<file path="config.mk">
export PLATFORM = sky130hd
export DESIGN_NAME = bra_arbiter_flat
export DESIGN_NICKNAME = d
export VERILOG_FILES = /design/src/core/bra_pkg.sv /design/src/core/bra_bus_if.sv /design/src/core/bra_rr_pick.sv /design/src/core/bra_arbiter.sv /design/src/flat_wrapper.sv
export SDC_FILE = /design/constraint.sdc
export NUM_CORES = 1
export LEC_CHECK = 0
export BUFFER_PORTS_ARGS = -buffer_cell sky130_fd_sc_hd__buf_2
export CAP_MARGIN = 20
export CORE_ASPECT_RATIO = 1.1
export CORE_UTILIZATION = 45
export DETAILED_ROUTE_END_ITERATION = 12
export PLACE_DENSITY_LB_ADDON = 0.25
export SYNTH_ARGS = -nofsm -noshare
export SYNTH_HDL_FRONTEND = slang
export SYNTH_HIERARCHICAL = 1
export SYNTH_SLANG_ARGS = --single-unit
</file>
<file path="constraint.sdc">
create_clock -name core_clk -period 5.1 [get_ports core_clk]
set_input_delay 0.255 -clock core_clk [delete_from_list [all_inputs] [get_ports core_clk]]
set_output_delay 0.255 -clock core_clk [all_outputs]
set_load 0.1 [all_outputs]
</file>
<file path="src/core/bra_pkg.sv">
// package for the backplane round-robin arbiter and its master end
// assumes one core clock domain shared by arbiter, interface and masters
package bra_pkg;
	// ========================================
	// chassis sizes
	localparam int unsigned SLOTS_LARGE   = 7;
	localparam int unsigned SLOTS_SMALL   = 5;
	localparam int unsigned CPUS_LARGE    = 5;
	localparam int unsigned CPUS_SMALL    = 3;
	localparam int unsigned MAX_SLOTS     = SLOTS_LARGE;
	// ========================================
	// owner bus widths
	localparam int unsigned ADDR_W        = 32;
	localparam int unsigned SPACE_W       = 4;
	localparam int unsigned DATA_W        = 64;
	localparam int unsigned CHECK_W       = 8;
	localparam int unsigned TID_W         = 8;
	localparam int unsigned TTYPE_W       = 5;
	localparam int unsigned SLOT_W        = 3;
	// ========================================
	// pointer reset value and step
	localparam logic [SLOT_W-1:0] PTR_RST = 3'h0;
	localparam logic [SLOT_W-1:0] PTR_STEP = 3'h1;
	// ========================================
	// arbiter states
	typedef enum logic [0:0] {
		BRA_IDLE = 1'b0,
		BRA_OWN  = 1'b1
	} bra_arb_state_t;
	// master end states
	typedef enum logic [1:0] {
		BRA_M_IDLE = 2'b00,
		BRA_M_REQ  = 2'b01,
		BRA_M_XFER = 2'b10
	} bra_mst_state_t;
endpackage

</file>
<file path="src/core/bra_bus_if.sv">
// interface joining the arbiter and the master boards of the backplane
// assumes all parties run on core_clk; owner buses muxed by the bench
`timescale 1ns/10ps
interface bra_bus_if #(
	parameter int unsigned N_SLOTS = bra_pkg::MAX_SLOTS
);
	logic [N_SLOTS-1:0]                 slot_req;
	logic [N_SLOTS-1:0]                 slot_grant;
	logic [bra_pkg::ADDR_W-1:0]         bus_address_lines;
	logic [bra_pkg::SPACE_W-1:0]        space_select_lines;
	logic [bra_pkg::DATA_W-1:0]         bus_data_lines;
	logic [bra_pkg::CHECK_W-1:0]        check_byte_lines;
	logic [bra_pkg::TID_W-1:0]          transaction_id_lines;
	logic [bra_pkg::TTYPE_W-1:0]        transaction_type_lines;
	logic                               bus_valid;

	modport arbiter (
		input  slot_req,
		output slot_grant
	);
	modport master (
		output slot_req,
		input  slot_grant,
		output bus_address_lines,
		output space_select_lines,
		output bus_data_lines,
		output check_byte_lines,
		output transaction_id_lines,
		output transaction_type_lines,
		output bus_valid
	);
endinterface

</file>
<file path="src/core/bra_rr_pick.sv">
// round-robin picker: first request at or after the pointer, wrapping
// assumes purely combinational use inside the arbiter
`timescale 1ns/10ps
module bra_rr_pick #(
	parameter int unsigned N = bra_pkg::MAX_SLOTS
) (
	// inputs
	input  wire logic [N-1:0]               req,
	input  wire logic [bra_pkg::SLOT_W-1:0] start,
	// result
	output logic                            found,
	output logic [bra_pkg::SLOT_W-1:0]      pick
);
	function automatic logic [bra_pkg::SLOT_W-1:0] wrap_add(
		input logic [bra_pkg::SLOT_W-1:0] a,
		input int unsigned                b
	);
		int unsigned s;
		s = (int'(a) + b) % N;
		return bra_pkg::SLOT_W'(s);
	endfunction

	always_comb begin
		logic [bra_pkg::SLOT_W-1:0] idx;
		idx   = '0;
		found = 1'b0;
		pick  = '0;
		// scan from highest offset down so the nearest wins
		for (int unsigned k = N; k > 0; k--) begin
			idx = wrap_add(start, k - 1);
			if (req[idx]) begin
				found = 1'b1;
				pick  = idx;
			end
		end
	end
endmodule // bra_rr_pick

</file>
<file path="src/core/bra_arbiter.sv">
// backplane round-robin arbiter: one grant line per board slot
// assumes requests arrive from logic on core_clk, held through each transfer
// ========================================
// Behaviour
// masters raise own request line, not bus
// rotating round-robin among simultaneous requesters
// at most one grant at any time
// master waits for grant before transferring
// only masters begin transactions
// serves seven slots, or five small chassis
// five processor boards large, three small
// hub requests only for own transactions
// memory and graphics never request
// owner drives address, space, data, check, id, type
// pointer moves past last granted slot
// reset clears grants; grant held while requested
`timescale 1ns/10ps
module bra_arbiter #(
	parameter int unsigned N_SLOTS = bra_pkg::SLOTS_LARGE
) (
	// clock and reset
	input  wire logic      core_clk,
	input  wire logic      rst_n,
	// chassis size select
	input  wire logic      small_chassis,
	// backplane
	bra_bus_if.arbiter     bus,
	// status
	output logic           busy_ff,
	output logic [bra_pkg::SLOT_W-1:0] owner_ff
);
	bra_pkg::bra_arb_state_t           state_ff;
	bra_pkg::bra_arb_state_t           nxt_state;
	logic [bra_pkg::SLOT_W-1:0]        ptr_ff;
	logic [N_SLOTS-1:0]                grant_ff;
	logic [N_SLOTS-1:0]                slot_mask;
	logic [N_SLOTS-1:0]                live_req;
	logic                              found;
	logic [bra_pkg::SLOT_W-1:0]        pick;
	logic                              owner_req;
	logic                              take_now;
	logic                              release_now;

	// ========================================
	// helpers
	// one-hot line of a slot; also picks out the owner's request bit
	function automatic logic [N_SLOTS-1:0] slot_line(
		input logic [bra_pkg::SLOT_W-1:0] slot
	);
		logic [N_SLOTS-1:0] line;
		line = '0;
		for (int unsigned i = 0; i < N_SLOTS; i++) begin
			if (slot == bra_pkg::SLOT_W'(i)) begin
				line[i] = 1'b1;
			end
		end
		return line;
	endfunction

	// search start after a slot; wraps at the last slot, not at the power of two
	function automatic logic [bra_pkg::SLOT_W-1:0] slot_after(
		input logic [bra_pkg::SLOT_W-1:0] slot
	);
		logic [bra_pkg::SLOT_W-1:0] nxt_slot;
		if (int'(slot) == N_SLOTS - 1) begin
			nxt_slot = bra_pkg::PTR_RST;
		end else begin
			nxt_slot = slot + bra_pkg::PTR_STEP;
		end
		return nxt_slot;
	endfunction

	// ========================================
	// eligible requests
	// slots beyond the small chassis are never populated there
	always_comb begin
		for (int unsigned i = 0; i < N_SLOTS; i++) begin
			slot_mask[i] = !small_chassis || (i < bra_pkg::SLOTS_SMALL);
		end
	end
	assign live_req    = bus.slot_req & slot_mask;
	assign owner_req   = |(live_req & slot_line(owner_ff));
	// a masked-off owner counts as released, so a chassis switch cannot hang the bus
	assign take_now    = (state_ff == bra_pkg::BRA_IDLE) && found;
	assign release_now = (state_ff == bra_pkg::BRA_OWN) && !owner_req;

	bra_rr_pick #(
		.N     (N_SLOTS)
	) u_pick (
		.req   (live_req),
		.start (ptr_ff),
		.found (found),
		.pick  (pick)
	);

	// ========================================
	// state
	always_comb begin
		nxt_state = state_ff;
		unique case (state_ff)
			bra_pkg::BRA_IDLE: begin
				if (take_now) begin
					nxt_state = bra_pkg::BRA_OWN;
				end
			end
			bra_pkg::BRA_OWN: begin
				if (release_now) begin
					nxt_state = bra_pkg::BRA_IDLE;
				end
			end
		endcase
	end

	always_ff @(posedge core_clk or negedge rst_n) begin
		if (!rst_n) begin
			state_ff <= bra_pkg::BRA_IDLE;
		end else begin
			state_ff <= nxt_state;
		end
	end

	// ========================================
	// grant: one-hot, a dead cycle between owners so lines never overlap
	always_ff @(posedge core_clk or negedge rst_n) begin
		if (!rst_n) begin
			grant_ff <= '0;
		end else if (take_now) begin
			grant_ff <= slot_line(pick);
		end else if (release_now) begin
			grant_ff <= '0;
		end
	end
	assign bus.slot_grant = grant_ff;

	// ========================================
	// owner: kept after release so status shows the last holder
	always_ff @(posedge core_clk or negedge rst_n) begin
		if (!rst_n) begin
			owner_ff <= bra_pkg::PTR_RST;
		end else if (take_now) begin
			owner_ff <= pick;
		end
	end

	// ========================================
	// busy
	always_ff @(posedge core_clk or negedge rst_n) begin
		if (!rst_n) begin
			busy_ff <= 1'b0;
		end else if (take_now) begin
			busy_ff <= 1'b1;
		end else if (release_now) begin
			busy_ff <= 1'b0;
		end
	end

	// ========================================
	// pointer
	always_ff @(posedge core_clk or negedge rst_n) begin
		if (!rst_n) begin
			ptr_ff <= bra_pkg::PTR_RST;
		end else if (release_now) begin
			ptr_ff <= slot_after(owner_ff);
		end
	end
endmodule // bra_arbiter

</file>
<file path="src/flat_wrapper.sv">
// flat-port wrapper written by rule: the top's interface ports become plain ports
module bra_arbiter_flat 
#(
	parameter int unsigned N_SLOTS = bra_pkg::SLOTS_LARGE
)
  (core_clk, rst_n, small_chassis, busy_ff, owner_ff, bus_slot_req, bus_slot_grant);
  bra_bus_if #(.N_SLOTS(N_SLOTS)) bus_i ();
  input  wire logic core_clk;
  input  wire logic rst_n;
  input  wire logic small_chassis;
  output logic busy_ff;
  output logic [bra_pkg::SLOT_W-1:0] owner_ff;
  input wire logic [$bits(bus_i.slot_req)-1:0] bus_slot_req;
  output wire logic [$bits(bus_i.slot_grant)-1:0] bus_slot_grant;
  assign bus_i.slot_req = bus_slot_req;
  assign bus_slot_grant = bus_i.slot_grant;
  bra_arbiter #(.N_SLOTS(N_SLOTS)) u_core (.core_clk(core_clk), .rst_n(rst_n), .small_chassis(small_chassis), .bus(bus_i), .busy_ff(busy_ff), .owner_ff(owner_ff));
endmodule
</file>
==> results of run 1 <==
[metrics by stage]
step           hold WS [ns]  setup slack, ns
4_1_cts               0.431            0.345
3_3_place_gp          0.171            0.406
3_5_place_dp          0.178            0.373
2_1_floorplan       -0.0406           0.0499
6_report              0.429            0.381
5_1_grt               0.454           0.0490
[cells by family (layout without fill, tap and decap cells)]
kind of cell / count (synthesis) / after routing / synth area share
muxes: 38 / 38 / 0.167
and+or+nand+nor: 117 / 117 / 0.204
adders and majority gates: 22 / 22 / 0.0940
buffers and inverters: 40 / 51 / 0.0679
DFF: 15 / 15 / 0.128
AOI/OAI and AO/OA: 122 / 122 / 0.318
xor gates and xnor gates: 7 / 7 / 0.0209
[state kept, by name, summed over array words and instances, names as in the netlist]
name                   flops
u_core/bus.slot_grant      7
u_core/owner_ff            3
u_core/ptr_ff              3
u_core/busy_ff             1
u_core/state_ff            1
[routing by layer]
layer	global-route usage	share of wire	vias to the layer above
met5	0	0	-
met3	0.0368	0.065	8
met4	0.0397	0.0083	0
met1	0.345	0.47	1335
met2	0.368	0.46	94
li1	-	-	1372
[area by class of cell]
| class | instances | area share |
|---|---|---|
| Multi-Input combinational cell | 306 | 0.754 |
| Clock inverter | 1 | 0.00160 |
| Clock buffer | 3 | 0.0132 |
| Inverter | 16 | 0.0192 |
| Tap cell | 80 | 0.0320 |
| Sequential cell | 15 | 0.120 |
| Timing Repair Buffer | 31 | 0.0592 |
[Yosys cell counts (4+ instances only)]
master	count	share of area
ha_1	22	0.094
nor2_1	30	0.038
o21ai_0	20	0.034
xnor2_1	6	0.018
mux4_2	6	0.046
a31oi_1	8	0.017
nand2b_1	11	0.024
clkbuf_1	13	0.017
and2_1	4	0.0085
buf_6	6	0.023
o31ai_1	4	0.010
mux2_2	7	0.027
nand3_1	10	0.017
inv_1	14	0.018
o22ai_1	4	0.0085
nor2b_1	7	0.015
o21ai_1	7	0.012
a21oi_1	20	0.034
mux2i_1	20	0.068
nand2_1	22	0.028
a21o_1	10	0.026
dfrtp_1	15	0.13
nor3_1	10	0.017
[worst min-delay path by stage]
stage | to | from
2_1_floorplan | u_core/bus.slot_grant[0] | rst_n
3_3_place_gp | u_core/busy_ff | rst_n
3_5_place_dp | u_core/busy_ff | rst_n
4_1_cts | u_core/state_ff | rst_n
5_1_grt | u_core/bus.slot_grant[3] | rst_n
6_report | u_core/state_ff | rst_n
[worst max-delay path, delay by kind of cell (launching register included)]
family | cells | cell delay, ns
AO/OA/AOI/OAI | 8 | 1.99
adder cells (fa/ha/maj) | 4 | 1.18
flip-flops | 1 | 0.55
multiplexers | 1 | 0.44
AND/OR/NAND/NOR | 4 | 0.38
buffers and inverters | 1 | 0.06
[what timing repair did]
action / CTS / global route
hold endpoints to repair: 15 / 0
resized for setup: 0 / 2
hold buffers: 1 / 0
buffers inserted: 0 / 0
setup endpoints to repair: 0 / 3
==> results.cfg, run 1 <==
[floorplanning]
dieHeight_um = 86.6
die_area_mm2 = 0.00683
initial_core_util = 0.470
num_rows = 30
coreArea_mm2 = 0.00623
boundaryPins = 21
die_x_um = 78.9

[place]
hpwlAfterDp_um = 5820
post-place-cells = 447
io_buffers = 20
dpl_cell_area_mm2 = 0.00307
gp_congestion = 1.01

[grt]
grt_pass1_wl_um = 12700
grt_pass1_vias = 2492
grt_use_total = 0.235
grt-ovfl-total = 0
grt_start_max_net_pins = 34
antenna_found_initial = 0

[detailed_routing]
vias = 2809
wirelength_um = 7790
drtPass1Iterations = 4
ant_nets = 0
remaining_drc_errors = 0
routedWlPerCell_um = 17.2
drt-vias-per-instance = 6.21
drtIter0Drc = 189

[setup_path]
worstPathArrival_ns = 4.86
r2r_start = u_core/ptr_ff[0]
critical_path.cell_chain = ha_1 -> inv_1 -> ha_1 -> ha_1 -> ha_1 -> mux2i_1 -> o2bb2ai_1 -> nor2_1 -> o31a_1 -> o32ai_2 -> a21o_1 -> a31oi_1 -> a21o_1 -> a311oi_2 -> nand2b_1 -> nor2_1 -> a22oi_1 -> nor2_1
cp_max_fo = 14
cpMaxStageDelayCell = dfrtp_2
crit_type = register to register
start_kind = register
cp-end-kind = register
worst_r2r_endpoint = u_core/bus.slot_grant[6]
reg2reg_depth = 18
cp-endpoint = u_core/bus.slot_grant[6]
crit_top_cell = ha_1
startpoint = u_core/ptr_ff[0]
cp.required_ns = 5.24
r2r_setup_slack_ns = 0.38
cp_slowest_stage_delay_ns = 0.55

[synth]
yosys_register_bits = 15
ys_seq_area_frac = 0.128
ys_async_sr_fraction = 1.00
syn_area_per_cell_um2 = 8.11
syn_inst = 361
synthesis.nets = 393
synth_edf_count = 0
synth_ff_type = dfrtp_1
yosysWarnings = 6
synth_cell_type_count = 72
synth_area_mm2 = 0.00293

[final_layout]
fill_cells = 645
area_delta_synth_final_pct = 6.84
final_util = 0.502
ff_latch_area_um2 = 377
fin_cells = 452
diodes = 0
layout-drive-gt1-share = 0.210
final_cell_mix = nor2_1, nand2_1, ha_1
multi_input_area_mm2 = 0.00236
finalNetCount = 405
final_common_cell = nor2_1
fin_area_mm2 = 0.00313

[clocking]
ctsRootBufferMaster = clkbuf_8
insertion_delay_ns = 0.25
clock-sinks = 15
clk_pin_slew_ns = 0.06
htreeDepth = 1
clk_path_buf_depth = 2
cts_tree = yes
numCtsBuffers = 3

[timing]
worst_clock_skew_ns = 0.00442
maxSlewHeadroom = 0.570
rsz0062_at_grt = false
maxSlewViolCount = 0
fmax_ghz = 0.212
setup-violations-final = 0
worstMarginPinSlew_ns = 0.643
final-hold-violation-count = 0
post-route-period-util = 0.925
period_needed_ns = 4.72
tns_ns = 0

[run_status]
status = completed

[flow_run]
drv_cap = 0

[worst_hold_path]
hold_path_class = input port to async pin
Power of run 1 is left out: the tool's default activity adds up to more than one toggle a clock period on the data nets, which glitch-free logic cannot reach.
==> run 2: changes to the inputs <==
CORE_ASPECT_RATIO = unset   (was 1.1)
clock period = 4.2 ns   (was 5.1 ns; I/O delays follow)
==> results.cfg, run 2 (synthesis gave the netlist of run 1 again) <==
[run_status]
status = completed

[clocking]
insertion_delay_ns = 0.24
clock-sinks = 15
clk_pin_slew_ns = 0.06
clk_path_buf_depth = 2
numCtsBuffers = 3
cts_tree = yes
htreeDepth = 1
ctsRootBufferMaster = clkbuf_8

[final_layout]
diodes = 0
layout-drive-gt1-share = 0.322
final_cell_mix = buf_4, nor2_1, nand2_1
final_common_cell = buf_4
largest_reg_flops = 7
finalNetCount = 434
final_util = 0.559
area_delta_synth_final_pct = 20.6
fin_area_mm2 = 0.00353
fin_cells = 478

[floorplanning]
dieHeight_um = 82.7
initial_core_util = 0.464
num_rows = 29
coreArea_mm2 = 0.00631
boundaryPins = 21
die_x_um = 82.7
die_area_mm2 = 0.00683

[grt]
grt_pass1_vias = 2609
grt_use_total = 0.242
antenna_found_initial = 0
grt_pass1_wl_um = 12700
grt_start_max_net_pins = 26
grt-ovfl-total = 0

[worst_hold_path]
hold_path_class = input port to async pin

[timing]
worst_clock_skew_ns = 0.00377
maxSlewHeadroom = 0.345
period_needed_ns = 4.09
worstMarginPinSlew_ns = 0.983
rsz0062_at_grt = true
setup-violations-final = 0
post-route-period-util = 0.973
final-hold-violation-count = 0
maxSlewViolCount = 0
fmax_ghz = 0.245

[place]
io_buffers = 20
gp_congestion = 0.911
post-place-cells = 468
dpl_cell_area_mm2 = 0.00330
hpwlAfterDp_um = 6300

[setup_path]
r2r_start = u_core/ptr_ff[0]
startpoint = u_core/ptr_ff[0]
cp_max_fo = 6
crit_type = register to register
start_kind = register
worstPathArrival_ns = 4.18
cp.required_ns = 4.29
reg2reg_depth = 19
r2r_setup_slack_ns = 0.11
cp-endpoint = u_core/bus.slot_grant[6]
worst_r2r_endpoint = u_core/bus.slot_grant[6]
cp-end-kind = register

[detailed_routing]
vias = 3016
drtIter0Drc = 218
ant_nets = 0
wirelength_um = 8490
remaining_drc_errors = 0
routedWlPerCell_um = 17.8
drt-vias-per-instance = 6.31
drtPass1Iterations = 5

[flow_run]
drv_cap = 0
run 2: area by class of cell:
| type | count | area, um^2 |
|---|---|---|
| Clock buffer | 4 | 45.0 |
| Sequential cell | 15 | 378 |
| Multi-Input combinational cell | 306 | 2530 |
| Tap cell | 77 | 96.3 |
| Timing Repair Buffer | 60 | 415 |
| Inverter | 16 | 62.6 |
| Fill cell | 603 | 2780 |
run 2: layer usage:
| layer | vias to the layer above | part of all wire | track usage |
|---|---|---|---|
| li1 | 1432 | - | - |
| met1 | 1433 | 0.45 | 0.327 |
| met2 | 131 | 0.48 | 0.407 |
| met3 | 20 | 0.049 | 0.0198 |
| met4 | 0 | 0.025 | 0.0759 |
| met5 | - | 0 | 0 |
run 2: repair_timing:
item,CTS,global route
gates resized for setup,1,25
pin swaps,2,12
setup endpoints to repair,2,11
hold buffers,1,0
buffers inserted,3,2
hold endpoints to repair,15,0
run 2: worst min path at each step:
stage               slack (ns)                       end  startpoint
floorplan                -0.09  u_core/bus.slot_grant[0]       rst_n
global placement          0.13        u_core/owner_ff[1]       rst_n
detailed placement        0.13           u_core/state_ff       rst_n
CTS                       0.42        u_core/owner_ff[1]       rst_n
global route              0.46            u_core/busy_ff       rst_n
finish                    0.42           u_core/state_ff       rst_n
run 2: worst max-delay path, stage by stage (launching register included):
cell      delay, ns
dfrtp_2        0.42
ha_2           0.19
inv_1          0.08
ha_4           0.22
ha_1           0.23
ha_2           0.21
buf_4          0.15
a211oi_4       0.32
a21oi_4        0.10
a211o_1        0.31
o31a_1         0.11
o32ai_2        0.28
a21o_1         0.19
a31oi_1        0.12
a21o_1         0.21
a311oi_4       0.32
nand2b_4       0.21
nor2_1         0.04
a22oi_1        0.15
nor2_1         0.06
run 2: stage by stage:
step / worst slack (ns) / hold slack (ns) / TNS, ns
after global placement: -0.0227 / 0.129 / -0.0352
final: 0.112 / 0.420 / 0
after global routing: -0.0580 / 0.457 / -0.154
after CTS: 0.0110 / 0.422 / 0
after detailed placement: -0.0649 / 0.134 / -0.128
after floorplan: 0.0109 / -0.0856 / 0
Power of run 2 is left out for the same reason.
